[src/rtl/pmsu_regs.vh]
// Constants of the management port and startup block.
// Assumes inclusion by plain Verilog-2005 design files only.
`ifndef PMSU_REGS_VH
`define PMSU_REGS_VH
`define PMSU_NPORT 8
`define PMSU_PHY_ADDR 5'h00
`define PMSU_PRE_BITS 6'h20
`define PMSU_OP_WRITE 2'h1
`define PMSU_OP_READ 2'h2
`define PMSU_RA_CTRL 5'h00
`define PMSU_RA_STAT 5'h01
`define PMSU_RA_INT_EN 5'h12
`define PMSU_RA_INT_SET 5'h13
`define PMSU_RA_REFERENCE_CLOCK_OUTPUT 5'h14
`define PMSU_CTRL_RST 16'h3100
`define PMSU_INT_EN_RST 16'h0000
`define PMSU_REFERENCE_CLOCK_OUTPUT_RST 16'h0000
`define PMSU_REFERENCE_CLOCK_OUTPUT_EN_BIT 0
`define PMSU_REFERENCE_CLOCK_OUTPUT_SEL_BIT 1
`define PMSU_REFERENCE_CLOCK_OUTPUT_OVR_BIT 2
`define PMSU_CTRL_PDOWN_BIT 11
`define PMSU_EE_HALF 8'h7D
`define PMSU_EE_BITS 6'h24
`endif

[src/rtl/pmsu_sync.v]
// Three-stage synchroniser with agreement filter for one pin.
// Assumes the pin is asynchronous to mclk.
`timescale 1ns/1ns
module pmsu_sync
(
	// Clock and reset
	input wire mclk,
	input wire rst_b,
	// Pin and filtered level
	input wire pin_in,
	output reg level_reg
);
	reg s1_reg;
	reg s2_reg;
	reg s3_reg;
	always @(posedge mclk)
	begin
		if (!rst_b)
		begin
			s1_reg <= 1'b0;
			s2_reg <= 1'b0;
			s3_reg <= 1'b0;
			level_reg <= 1'b0;
		end
		else
		begin
			s1_reg <= pin_in;
			s2_reg <= s1_reg;
			s3_reg <= s2_reg;
			if (s2_reg == s3_reg)
				level_reg <= s3_reg;
		end
	end
endmodule // pmsu_sync

[src/rtl/pmsu_top.v]
// Management port, interrupt pins, EEPROM startup and clock output.
// Assumes mdc, mdio, eeprom and device reset pins are asynchronous to mclk.
`timescale 1ns/1ns
`include "pmsu_regs.vh"
module pmsu_top
(
	// Clock and reset
	input wire mclk,
	input wire rst_b,
	input wire device_reset_low,
	// Station management port
	input wire mdc,
	input wire mdio_in,
	output reg mdio_out,
	output reg mdio_oe,
	// Port interrupts
	input wire [`PMSU_NPORT-1:0] port_event,
	input wire [`PMSU_NPORT-1:0] int_polarity_strap,
	output reg [`PMSU_NPORT-1:0] port_mgmt_interrupt_out,
	output reg [`PMSU_NPORT-1:0] port_mgmt_interrupt_oe,
	// EEPROM
	input wire eeprom_serial_data_in,
	output reg eeprom_serial_data_out,
	output reg eeprom_serial_data_oe,
	output reg eeprom_serial_clock,
	output reg eeprom_present,
	// Clock output control
	input wire config_strap_select,
	input wire clk_125,
	input wire clk_156,
	output wire reference_clock_output,
	output reg power_down
);
	localparam ST_IDLE = 3'h0;
	localparam ST_OPC = 3'h1;
	localparam ST_ADDR = 3'h2;
	localparam ST_TA = 3'h3;
	localparam ST_DATA = 3'h4;
	wire mdc_s;
	wire mdio_s;
	wire rstpin_s;
	wire ee_s;
	reg mdc_d_reg;
	reg [2:0] st_reg;
	reg [5:0] cnt_reg;
	reg [3:0] opst_reg;
	reg [9:0] addr_reg;
	reg [15:0] sh_reg;
	reg rd_reg;
	reg [15:0] ctrl_reg;
	reg [15:0] int_en_reg;
	reg [15:0] reference_clock_output_reg;
	reg [`PMSU_NPORT-1:0] pend_reg;
	reg [`PMSU_NPORT-1:0] pol_reg;
	reg rstpin_d_reg;
	reg strap_reg;
	reg [7:0] ee_div_reg;
	reg [5:0] ee_bits_reg;
	reg ee_run_reg;
	reg [15:0] rdata;
	wire mdc_rise;
	wire in_rst;
	wire ck_en;
	wire ck_sel;
	pmsu_sync u_mdc (.mclk(mclk), .rst_b(rst_b), .pin_in(mdc), .level_reg(mdc_s));
	pmsu_sync u_mdio (.mclk(mclk), .rst_b(rst_b), .pin_in(mdio_in), .level_reg(mdio_s));
	pmsu_sync u_rst (.mclk(mclk), .rst_b(rst_b), .pin_in(device_reset_low),
		.level_reg(rstpin_s));
	pmsu_sync u_ee (.mclk(mclk), .rst_b(rst_b), .pin_in(eeprom_serial_data_in),
		.level_reg(ee_s));
	assign mdc_rise = mdc_s & ~mdc_d_reg;
	assign in_rst = ~rstpin_s;
	function is_addr;
		input [9:0] a;
		input [4:0] ra;
		begin
			is_addr = (a[9:5] == `PMSU_PHY_ADDR) && (a[4:0] == ra);
		end
	endfunction
	always @*
	begin
		rdata = 16'h0000;
		if (addr_reg[4:0] == `PMSU_RA_CTRL)
			rdata = ctrl_reg;
		else if (addr_reg[4:0] == `PMSU_RA_STAT)
			rdata = {15'h0000, eeprom_present};
		else if (addr_reg[4:0] == `PMSU_RA_INT_EN)
			rdata = int_en_reg;
		else if (addr_reg[4:0] == `PMSU_RA_INT_SET)
			rdata = {8'h00, pend_reg};
		else if (addr_reg[4:0] == `PMSU_RA_REFERENCE_CLOCK_OUTPUT)
			rdata = reference_clock_output_reg;
	end
	////////////////////////////////////////////////////////////////////////////////
	// Management frame engine
	always @(posedge mclk)
	begin
		if (!rst_b || in_rst)
		begin
			mdc_d_reg <= 1'b0;
			st_reg <= ST_IDLE;
			cnt_reg <= 6'h00;
			opst_reg <= 4'h0;
			addr_reg <= 10'h000;
			sh_reg <= 16'h0000;
			rd_reg <= 1'b0;
			mdio_out <= 1'b0;
			mdio_oe <= 1'b0;
			ctrl_reg <= `PMSU_CTRL_RST;
			int_en_reg <= `PMSU_INT_EN_RST;
			reference_clock_output_reg <= `PMSU_REFERENCE_CLOCK_OUTPUT_RST;
			pend_reg <= {`PMSU_NPORT{1'b0}};
		end
		else
		begin
			mdc_d_reg <= mdc_s;
			pend_reg <= pend_reg | port_event;
			if (mdc_rise)
			begin
				case (st_reg)
					ST_IDLE:
					begin
						mdio_oe <= 1'b0;
						if (mdio_s)
							cnt_reg <= (cnt_reg == `PMSU_PRE_BITS) ? cnt_reg : cnt_reg + 6'h01;
						else
						begin
							if (cnt_reg == `PMSU_PRE_BITS)
								st_reg <= ST_OPC;
							cnt_reg <= 6'h00;
						end
					end
					ST_OPC:
					begin
						opst_reg <= {opst_reg[2:0], mdio_s};
						cnt_reg <= cnt_reg + 6'h01;
						if (cnt_reg == 6'h02)
						begin
							cnt_reg <= 6'h00;
							st_reg <= ({opst_reg[1:0], mdio_s} == {1'b1, `PMSU_OP_WRITE} ||
								{opst_reg[1:0], mdio_s} == {1'b1, `PMSU_OP_READ}) ?
								ST_ADDR : ST_IDLE;
						end
					end
					ST_ADDR:
					begin
						addr_reg <= {addr_reg[8:0], mdio_s};
						cnt_reg <= cnt_reg + 6'h01;
						if (cnt_reg == 6'h09)
						begin
							cnt_reg <= 6'h00;
							st_reg <= ST_TA;
							rd_reg <= (opst_reg[1:0] == `PMSU_OP_READ);
						end
					end
					ST_TA:
					begin
						cnt_reg <= cnt_reg + 6'h01;
						if (cnt_reg == 6'h00 && rd_reg && addr_reg[9:5] == `PMSU_PHY_ADDR)
						begin
							sh_reg <= rdata;
							mdio_out <= 1'b0;
							mdio_oe <= 1'b1;
						end
						if (cnt_reg == 6'h01)
						begin
							cnt_reg <= 6'h00;
							st_reg <= ST_DATA;
							if (mdio_oe)
							begin
								mdio_oe <= ~sh_reg[15];
								sh_reg <= {sh_reg[14:0], 1'b0};
							end
						end
					end
					default:
					begin
						cnt_reg <= cnt_reg + 6'h01;
						if (rd_reg)
						begin
							mdio_oe <= (addr_reg[9:5] == `PMSU_PHY_ADDR) & ~sh_reg[15] & (cnt_reg != 6'h0F);
							sh_reg <= {sh_reg[14:0], 1'b0};
						end
						else
							sh_reg <= {sh_reg[14:0], mdio_s};
						if (cnt_reg == 6'h0F)
						begin
							cnt_reg <= 6'h00;
							st_reg <= ST_IDLE;
							mdio_oe <= 1'b0;
							if (!rd_reg && is_addr(addr_reg, `PMSU_RA_CTRL))
								ctrl_reg <= {sh_reg[14:0], mdio_s};
							if (!rd_reg && is_addr(addr_reg, `PMSU_RA_INT_EN))
								int_en_reg <= {sh_reg[14:0], mdio_s};
							if (!rd_reg && is_addr(addr_reg, `PMSU_RA_REFERENCE_CLOCK_OUTPUT))
								reference_clock_output_reg <= {sh_reg[14:0], mdio_s};
							if (rd_reg && is_addr(addr_reg, `PMSU_RA_INT_SET))
								pend_reg <= port_event; // read clears, new event wins
						end
					end
				endcase
			end
		end
	end
	////////////////////////////////////////////////////////////////////////////////
	// Interrupt pins, power down
	always @(posedge mclk)
	begin
		if (!rst_b)
		begin
			port_mgmt_interrupt_out <= {`PMSU_NPORT{1'b0}};
			port_mgmt_interrupt_oe <= {`PMSU_NPORT{1'b0}};
			power_down <= 1'b1;
		end
		else
		begin
			power_down <= in_rst | ctrl_reg[`PMSU_CTRL_PDOWN_BIT];
			port_mgmt_interrupt_out <= pol_reg;
			port_mgmt_interrupt_oe <= pend_reg & int_en_reg[`PMSU_NPORT-1:0] &
				{`PMSU_NPORT{~in_rst}};
		end
	end
	////////////////////////////////////////////////////////////////////////////////
	// Strap capture at reset release, EEPROM load clock
	always @(posedge mclk)
	begin
		if (!rst_b)
		begin
			rstpin_d_reg <= 1'b0;
			pol_reg <= {`PMSU_NPORT{1'b0}};
			strap_reg <= 1'b0;
			eeprom_present <= 1'b0;
			ee_run_reg <= 1'b0;
			ee_div_reg <= 8'h00;
			ee_bits_reg <= 6'h00;
			eeprom_serial_clock <= 1'b0;
			eeprom_serial_data_out <= 1'b0;
			eeprom_serial_data_oe <= 1'b0;
		end
		else
		begin
			rstpin_d_reg <= rstpin_s;
			if (rstpin_s && !rstpin_d_reg)
			begin
				pol_reg <= int_polarity_strap;
				strap_reg <= config_strap_select;
				eeprom_present <= ee_s;
				ee_run_reg <= ee_s;
				ee_bits_reg <= 6'h00;
			end
			else if (ee_run_reg && !in_rst)
			begin
				ee_div_reg <= ee_div_reg + 8'h01;
				if (ee_div_reg == `PMSU_EE_HALF)
				begin
					ee_div_reg <= 8'h00;
					eeprom_serial_clock <= ~eeprom_serial_clock;
					if (eeprom_serial_clock)
					begin
						ee_bits_reg <= ee_bits_reg + 6'h01;
						eeprom_serial_data_oe <= (ee_bits_reg < 6'h09) & ~ee_bits_reg[0];
						if (ee_bits_reg == `PMSU_EE_BITS)
							ee_run_reg <= 1'b0;
					end
				end
			end
			else
			begin
				eeprom_serial_clock <= 1'b0;
				eeprom_serial_data_oe <= 1'b0;
			end
		end
	end
	assign ck_sel = reference_clock_output_reg[`PMSU_REFERENCE_CLOCK_OUTPUT_OVR_BIT] ? reference_clock_output_reg[`PMSU_REFERENCE_CLOCK_OUTPUT_SEL_BIT] : strap_reg;
	assign ck_en = reference_clock_output_reg[`PMSU_REFERENCE_CLOCK_OUTPUT_EN_BIT] & ~in_rst & rst_b;
	assign reference_clock_output = ck_en & (ck_sel ? clk_156 : clk_125);
endmodule // pmsu_top

[config.mk]
export PLATFORM = sky130hd
export DESIGN_NAME = pmsu_top
export DESIGN_NICKNAME = d
export VERILOG_FILES = /design/src/rtl/pmsu_sync.v /design/src/rtl/pmsu_top.v
export VERILOG_INCLUDE_DIRS = /design/src /design/src/rtl
export SDC_FILE = /design/constraint.sdc
export NUM_CORES = 1
export LEC_CHECK = 0
export BUFFER_PORTS_ARGS = -buffer_cell sky130_fd_sc_hd__buf_2
export CORE_MARGIN = 4
export CORE_UTILIZATION = 50
export CTS_BUF_LIST = sky130_fd_sc_hd__clkbuf_4 sky130_fd_sc_hd__clkbuf_8
export DETAILED_ROUTE_END_ITERATION = 10
export MAX_ROUTING_LAYER = met4
export PLACE_DENSITY = 0.68
export SKIP_CTS_REPAIR_TIMING = 1
export SLEW_MARGIN = 30
export SYNTH_ARGS = -nofsm -noshare
export SYNTH_HDL_FRONTEND = slang
export SYNTH_SLANG_ARGS = --single-unit
[constraint.sdc]
create_clock -name mclk -period 4.3 [get_ports mclk]
set_input_delay 0.86 -clock mclk [delete_from_list [all_inputs] [get_ports mclk]]
set_output_delay 0.86 -clock mclk [all_outputs]
set_load 0.1 [all_outputs]
**Yosys cells after proc, flatten, opt, wreduce, memory -nomap -nowiden**

Index checks and enable logic that the tools add are counted.

- Logic and storage cells: 189
- Input bits: 25
- Memories: 0
- Register bits after elaboration: 157
- Bits in read-only memories: 0
- Output and inout port bits: 24
- Latch bits: 0
- Bits in writable memories: 0

- Add/sub/neg operators: 3
- Eq/ne operators: 30
- Order comparisons: 1
- $mul: 0
- Divide/modulo/power cells: 0
- Multiplexer cells: 48
- Shift operators: 0
- Reduce and logical (&&, ||, !) cells: 46
- Bitwise logic cells: 21

Operator list:

| operator | number |
|---|---|
| $mux W16 | 8 |
| $mux W8 | 5 |
| $mux W6 | 6 |
| $pmux W16 S2 | 1 |
| $pmux W6 S4 | 1 |
| $mux W1 | 18 |
| $mux W3 | 6 |
| $and A8 B8 Y8 | 2 |
| $reduce_and A4 Y1 | 4 |
| $eq A5 B5 Y1 const B | 3 |
| $add A6 B1 Y6 const B | 2 |
| $eq A6 B4 Y1 const B | 2 |
| $eq A6 B6 Y1 const B | 2 |
| $logic_and A1 B1 Y1 | 12 |
| $ne A2 B2 Y1 const B | 6 |
| $pmux W3 S4 | 1 |
| $reduce_and A2 Y1 | 6 |
| $reduce_and A3 Y1 | 4 |
| $logic_not A5 Y1 | 2 |
| $not A1 Y1 | 10 |
| $add A8 B1 Y8 const B | 1 |
| $eq A8 B7 Y1 const B | 1 |
| $or A8 B8 Y8 | 1 |
| $reduce_bool A2 Y1 | 4 |
| other kinds (26) | 41 |

**Depth between registers and ports, before layout**

- Word-level depth: 10
- Mapped depth: 9
- Gate-level depth less buffers: 7

**Cells and area by module**

Synthesis repeated with hierarchy kept, for this count alone.

- Cells, all modules: 783
- Area total of the unflattened synthesis: 6870.3 um2

By module, submodules not included:

| module | cells each | area an instance (um2) | times used | sequential area each (um2) |
|---|---|---|---|---|
| pmsu_top | 743 | 6404.9 | 1 | 2822.7 |
| pmsu_sync | 10 | 116.4 | 4 | 80.1 |

**Least setup slack after synthesis**

OpenSTA, ideal clock, no wires.

- Kind: input -> output
- From: in rst_b
- To: out reference_clock_output
- Buffers on the path: 2
- Path slack: 0.102 ns
- Stages: 4
- Required time: 3.440 ns
- Data arrival time: 3.338 ns
- Cell sequence: nand2_1 clkbuf_1 clkbuf_1 nor3_1

- Longest elaborated chain between the ends: 2

RTL lines:

| what | line | text |
|---|---|---|
| start: declaration | pmsu_top.v:9 | `input wire rst_b,` |
| $and A1 B1 Y1 | pmsu_top.v:275 | `` assign ck_en = reference_clock_output_reg[`PMSU_REFERENCE_CLOCK_OUTPUT_EN_BIT] & ~in_rst & rst_b; `` |
| $and A1 B1 Y1 | pmsu_top.v:276 | `assign reference_clock_output = ck_en & (ck_sel ? clk_156 : clk_125);` |
| end: declaration | pmsu_top.v:31 | `output wire reference_clock_output,` |

Every way passes these cells.

**Final worst setup path**

Ends and elaborated chain as after synthesis.

==> impl_table.tex <==
\begin{tabular}{lr}
\hline
Metric & Value \\
\hline
\multicolumn{2}{l}{\textbf{Status}} \\
Outcome & finished, final reports clean \\
\multicolumn{2}{l}{\textbf{Synthesis}} \\
Part of the Yosys area used for sequential elements & 45.5\% \\
Netlist Area Pre-Place & 0.00691 sq mm \\
EDFF count, synth & 0 \\
Post-Syn Instances & 807 \\
Dominant register cell in the synthesized netlist & sky130\_fd\_sc\_hd\_\_dfxtp\_1 \\
Synth Area per Inst & 8.56 sq um \\
Synthesized flop and latch total & 157 \\
Number of distinct library cells after synthesis & 62 \\
Fraction of synthesis flops using an asynchronous set or reset pin & 0\% \\
Synth warnings & 0 \\
\multicolumn{2}{l}{\textbf{Critical path}} \\
Start of the worst register-to-register path & addr\_reg[1] \\
Critical path capture point type & primary output \\
Most used cell along the critical path & sky130\_fd\_sc\_hd\_\_buf\_2 \\
Worst EP required & 3440 ps \\
Worst path top cell family by delay & buffers and inverters \\
Cell breakdown of the critical path & buf\_2, nand2\_2, nor3\_1, buf\_2 \\
Largest fanout on the critical path & 43 \\
Data arrival time of the worst path & 2010 ps \\
Worst setup path category & primary input to primary output \\
Crit-path max cell delay & 450 ps \\
Critical path's slowest cell & sky130\_fd\_sc\_hd\_\_buf\_2 \\
Critical path startpoint category & primary input \\
Sum of buffers and inverters on the critical path & 2 \\
Critical path origin & rst\_b \\
\multicolumn{2}{l}{\textbf{Clock tree}} \\
Number of H-tree levels & 4 \\
Buffer depth of the longest clock path & 2 \\
Clock Root Buffer & sky130\_fd\_sc\_hd\_\_clkbuf\_8 \\
Clock Latency Late Sink & 450 ps \\
Clock tree from TritonCTS & yes \\
Num Clock Sinks & 157 \\
CTS Buf Count & 17 \\
Clock-pin slew on the worst setup and hold paths & 80 ps \\
\multicolumn{2}{l}{\textbf{Timing}} \\
Max-slew headroom at the worst pin & 35.5\% \\
Final setup viols & 0 \\
Transition at the pin with the smallest max-transition slack & 964 ps \\
Final clock skew & 12.7 ps \\
Max-slew violation count & 0 \\
Hold violation count in the final report & 0 \\
Highest achievable clock rate & 349 MHz \\
Crit path time final & 2870 ps \\
Share of the cycle needed by the critical path after routing & 66.7\% \\
Setup\_tns & 0 ps \\
Unrepaired setup endpoints after global routing & false \\
\multicolumn{2}{l}{\textbf{Global routing}} \\
GRT Util Overall & 21.2\% \\
GRT overflow & 0 \\
Vias in the first global route & 5574 \\
Largest net degree at the start of global routing & 82 \\
Number of antenna violations at the first check in global routing & 0 \\
Global-route wire length before repair & 26.9 mm \\
\multicolumn{2}{l}{\textbf{Worst hold path}} \\
Tightest Hold Check Type & flip-flop to flip-flop \\
Source of the worst hold timing path & u\_ee.s1\_reg \\
\multicolumn{2}{l}{\textbf{Route}} \\
First-iteration detailed-routing DRC count & 443 \\
Total number of vias & 5872 \\
Post-DR wirelength/cell & 15.9 microns \\
Number of detailed-routing iterations run before antenna repair & 5 \\
Post-detailed-route via-to-cell ratio & 5.81 \\
DRC violation count after routing & 0 \\
Final Routed Wirelength & 16.1 mm \\
Remaining antenna violation count & 0 \\
\multicolumn{2}{l}{\textbf{Pwr}} \\
Static leakage & 0.00264 uW \\
Power per unit of standard cell area & 359 mW/mm\^{}2 \\
Maximum vdd drop & 0.298 mV \\
\multicolumn{2}{l}{\textbf{Placement}} \\
Final weighted congestion of routability-driven global placement & 0.874 \\
Total of buffers placed on input and output ports & 46 \\
Placed cell count & 980 \\
Detailed-placement wirelength estimate & 10.3 mm \\
\multicolumn{2}{l}{\textbf{Finish}} \\
Top library cells by usage in the layout, fill and taps aside & sky130\_fd\_sc\_hd\_\_dfxtp\_1 (157), sky130\_fd\_sc\_hd\_\_nand2\_1 (112), sky130\_fd\_sc\_hd\_\_a21oi\_1 (82), sky130\_fd\_sc\_hd\_\_nor2\_1 (57), sky130\_fd\_sc\_hd\_\_buf\_2 (46) \\
Final net count & 856 \\
ANT cells & 0 \\
Number of inserted filler cells in the final layout & 1248 \\
Area growth syn-to-layout & 10.7\% \\
Non-filler cells in the finished layout & 1011 \\
Fraction of layout cells with a size suffix above 1 & 12.6\% \\
Most frequent standard cell in the layout excluding fill and tap cells & sky130\_fd\_sc\_hd\_\_dfxtp\_1 \\
\multicolumn{2}{l}{\textbf{Die}} \\
Number of placed I/O pins & 49 \\
Standard-cell rows & 42 \\
Initial Utilization & 51.5\% \\
Die height & 126 microns \\
Area enclosed by the die boundary & 0.0158 sq mm \\
Die outline width & 126 microns \\
Core region area & 0.0134 sq mm \\
\multicolumn{2}{l}{\textbf{Run}} \\
\# Max-Cap Violations & 0 \\
\hline
\end{tabular}
## through the flow
step	hold slack [ps]	utilization [%]	setup slack, ps	cell area [sq um]	power (uW)
2_1_floorplan	412	-	102	6910	1520
3_3_place_gp	414	53.6	1430	7180	1530
3_5_place_dp	423	53.6	1420	7180	1530
4_1_cts	442	57.0	1410	7640	2780
5_1_grt	464	57.0	1230	7640	2850
6_report	440	57.0	1430	7640	2740
## cell type report
cell class	count	area [sq um]	area share (%)
clock buffer	20	269	3.52
inverter	17	63.8	0.835
multi-input combinational	573	3440	45.0
clock inverter	11	190	2.49
timing repair buffer	57	313	4.09
tap	176	220	2.88
sequential	157	3140	41.1
## metal layers
metal  up-vias  global-route usage, %  share of wire [%]
met2       193                   34.0                 48
met3        15                   5.42                6.0
met5         -                      -                  0
met4         0                   5.93                1.1
li1       2864                      -                  -
met1      2800                   26.6                 45
## synthesized netlist by cell type (all sizes together) (3+ instances only)
cell	instances	area (sq um)
a211oi	3	27.5
a21boi	16	120
a21oi	82	410
a31oi	8	50.1
a32oi	7	61.3
and2	21	131
and3	20	125
buf	21	125
clkbuf	40	150
dfxtp	157	3140
ha	8	100
inv	17	63.8
mux2i	33	330
nand2	115	442
nand2b	11	68.8
nand3	45	225
nand3b	5	37.5
nand4	6	37.5
nand4bb	6	67.6
nor2	57	214
nor2b	5	31.3
nor3	9	45.0
nor3b	4	35.0
nor4	7	80.1
nor4b	3	41.3
o2111ai	8	70.1
o211ai	22	165
o21ai	23	115
or2	3	18.8
or3	5	31.3
or4	3	22.5
xnor2	7	61.3
xor2	7	61.3
## path summary, 6_finish.rpt
check                                end  cells past startpoint  slack, ps
setup / recovery  reference_clock_output                      4       1430
hold / removal               u_ee.s2_reg                      1        440
setup reg to reg           int_en_reg[9]                      6       1530
hold reg to reg              u_ee.s2_reg                      1        440
## kinds of logic (layout without fill, tap and decap cells)
kind of cell | count (synthesis) | count (layout) | share of synthesized area [%]
mux | 33 | 33 | 4.78
xor+xnor | 14 | 14 | 1.78
simple gates | 332 | 332 | 24.9
flops | 157 | 157 | 45.5
compound gates | 184 | 184 | 16.6
fa+ha+maj | 8 | 8 | 1.45
other cells | 1 | 2 | 0.0543
buf+inv | 78 | 105 | 4.91
## worst reg2reg max path, delay by kind of cell (launching register included)
kind | cells | cell delay, ps
AND/OR/NAND/NOR | 4 | 1560
buffers and inverters | 1 | 250
AO/OA/AOI/OAI | 1 | 80
flip-flops | 1 | 740
## where the power goes
| part | switching, uW | total [uW] | internal [uW] |
|---|---|---|---|
| Sequential | 2.10 | 1460 | 1460 |
| Combinational | 20.9 | 34.7 | 13.7 |
| Clock | 528 | 1250 | 723 |
Note: power is estimated with default switching activity, not from simulation.
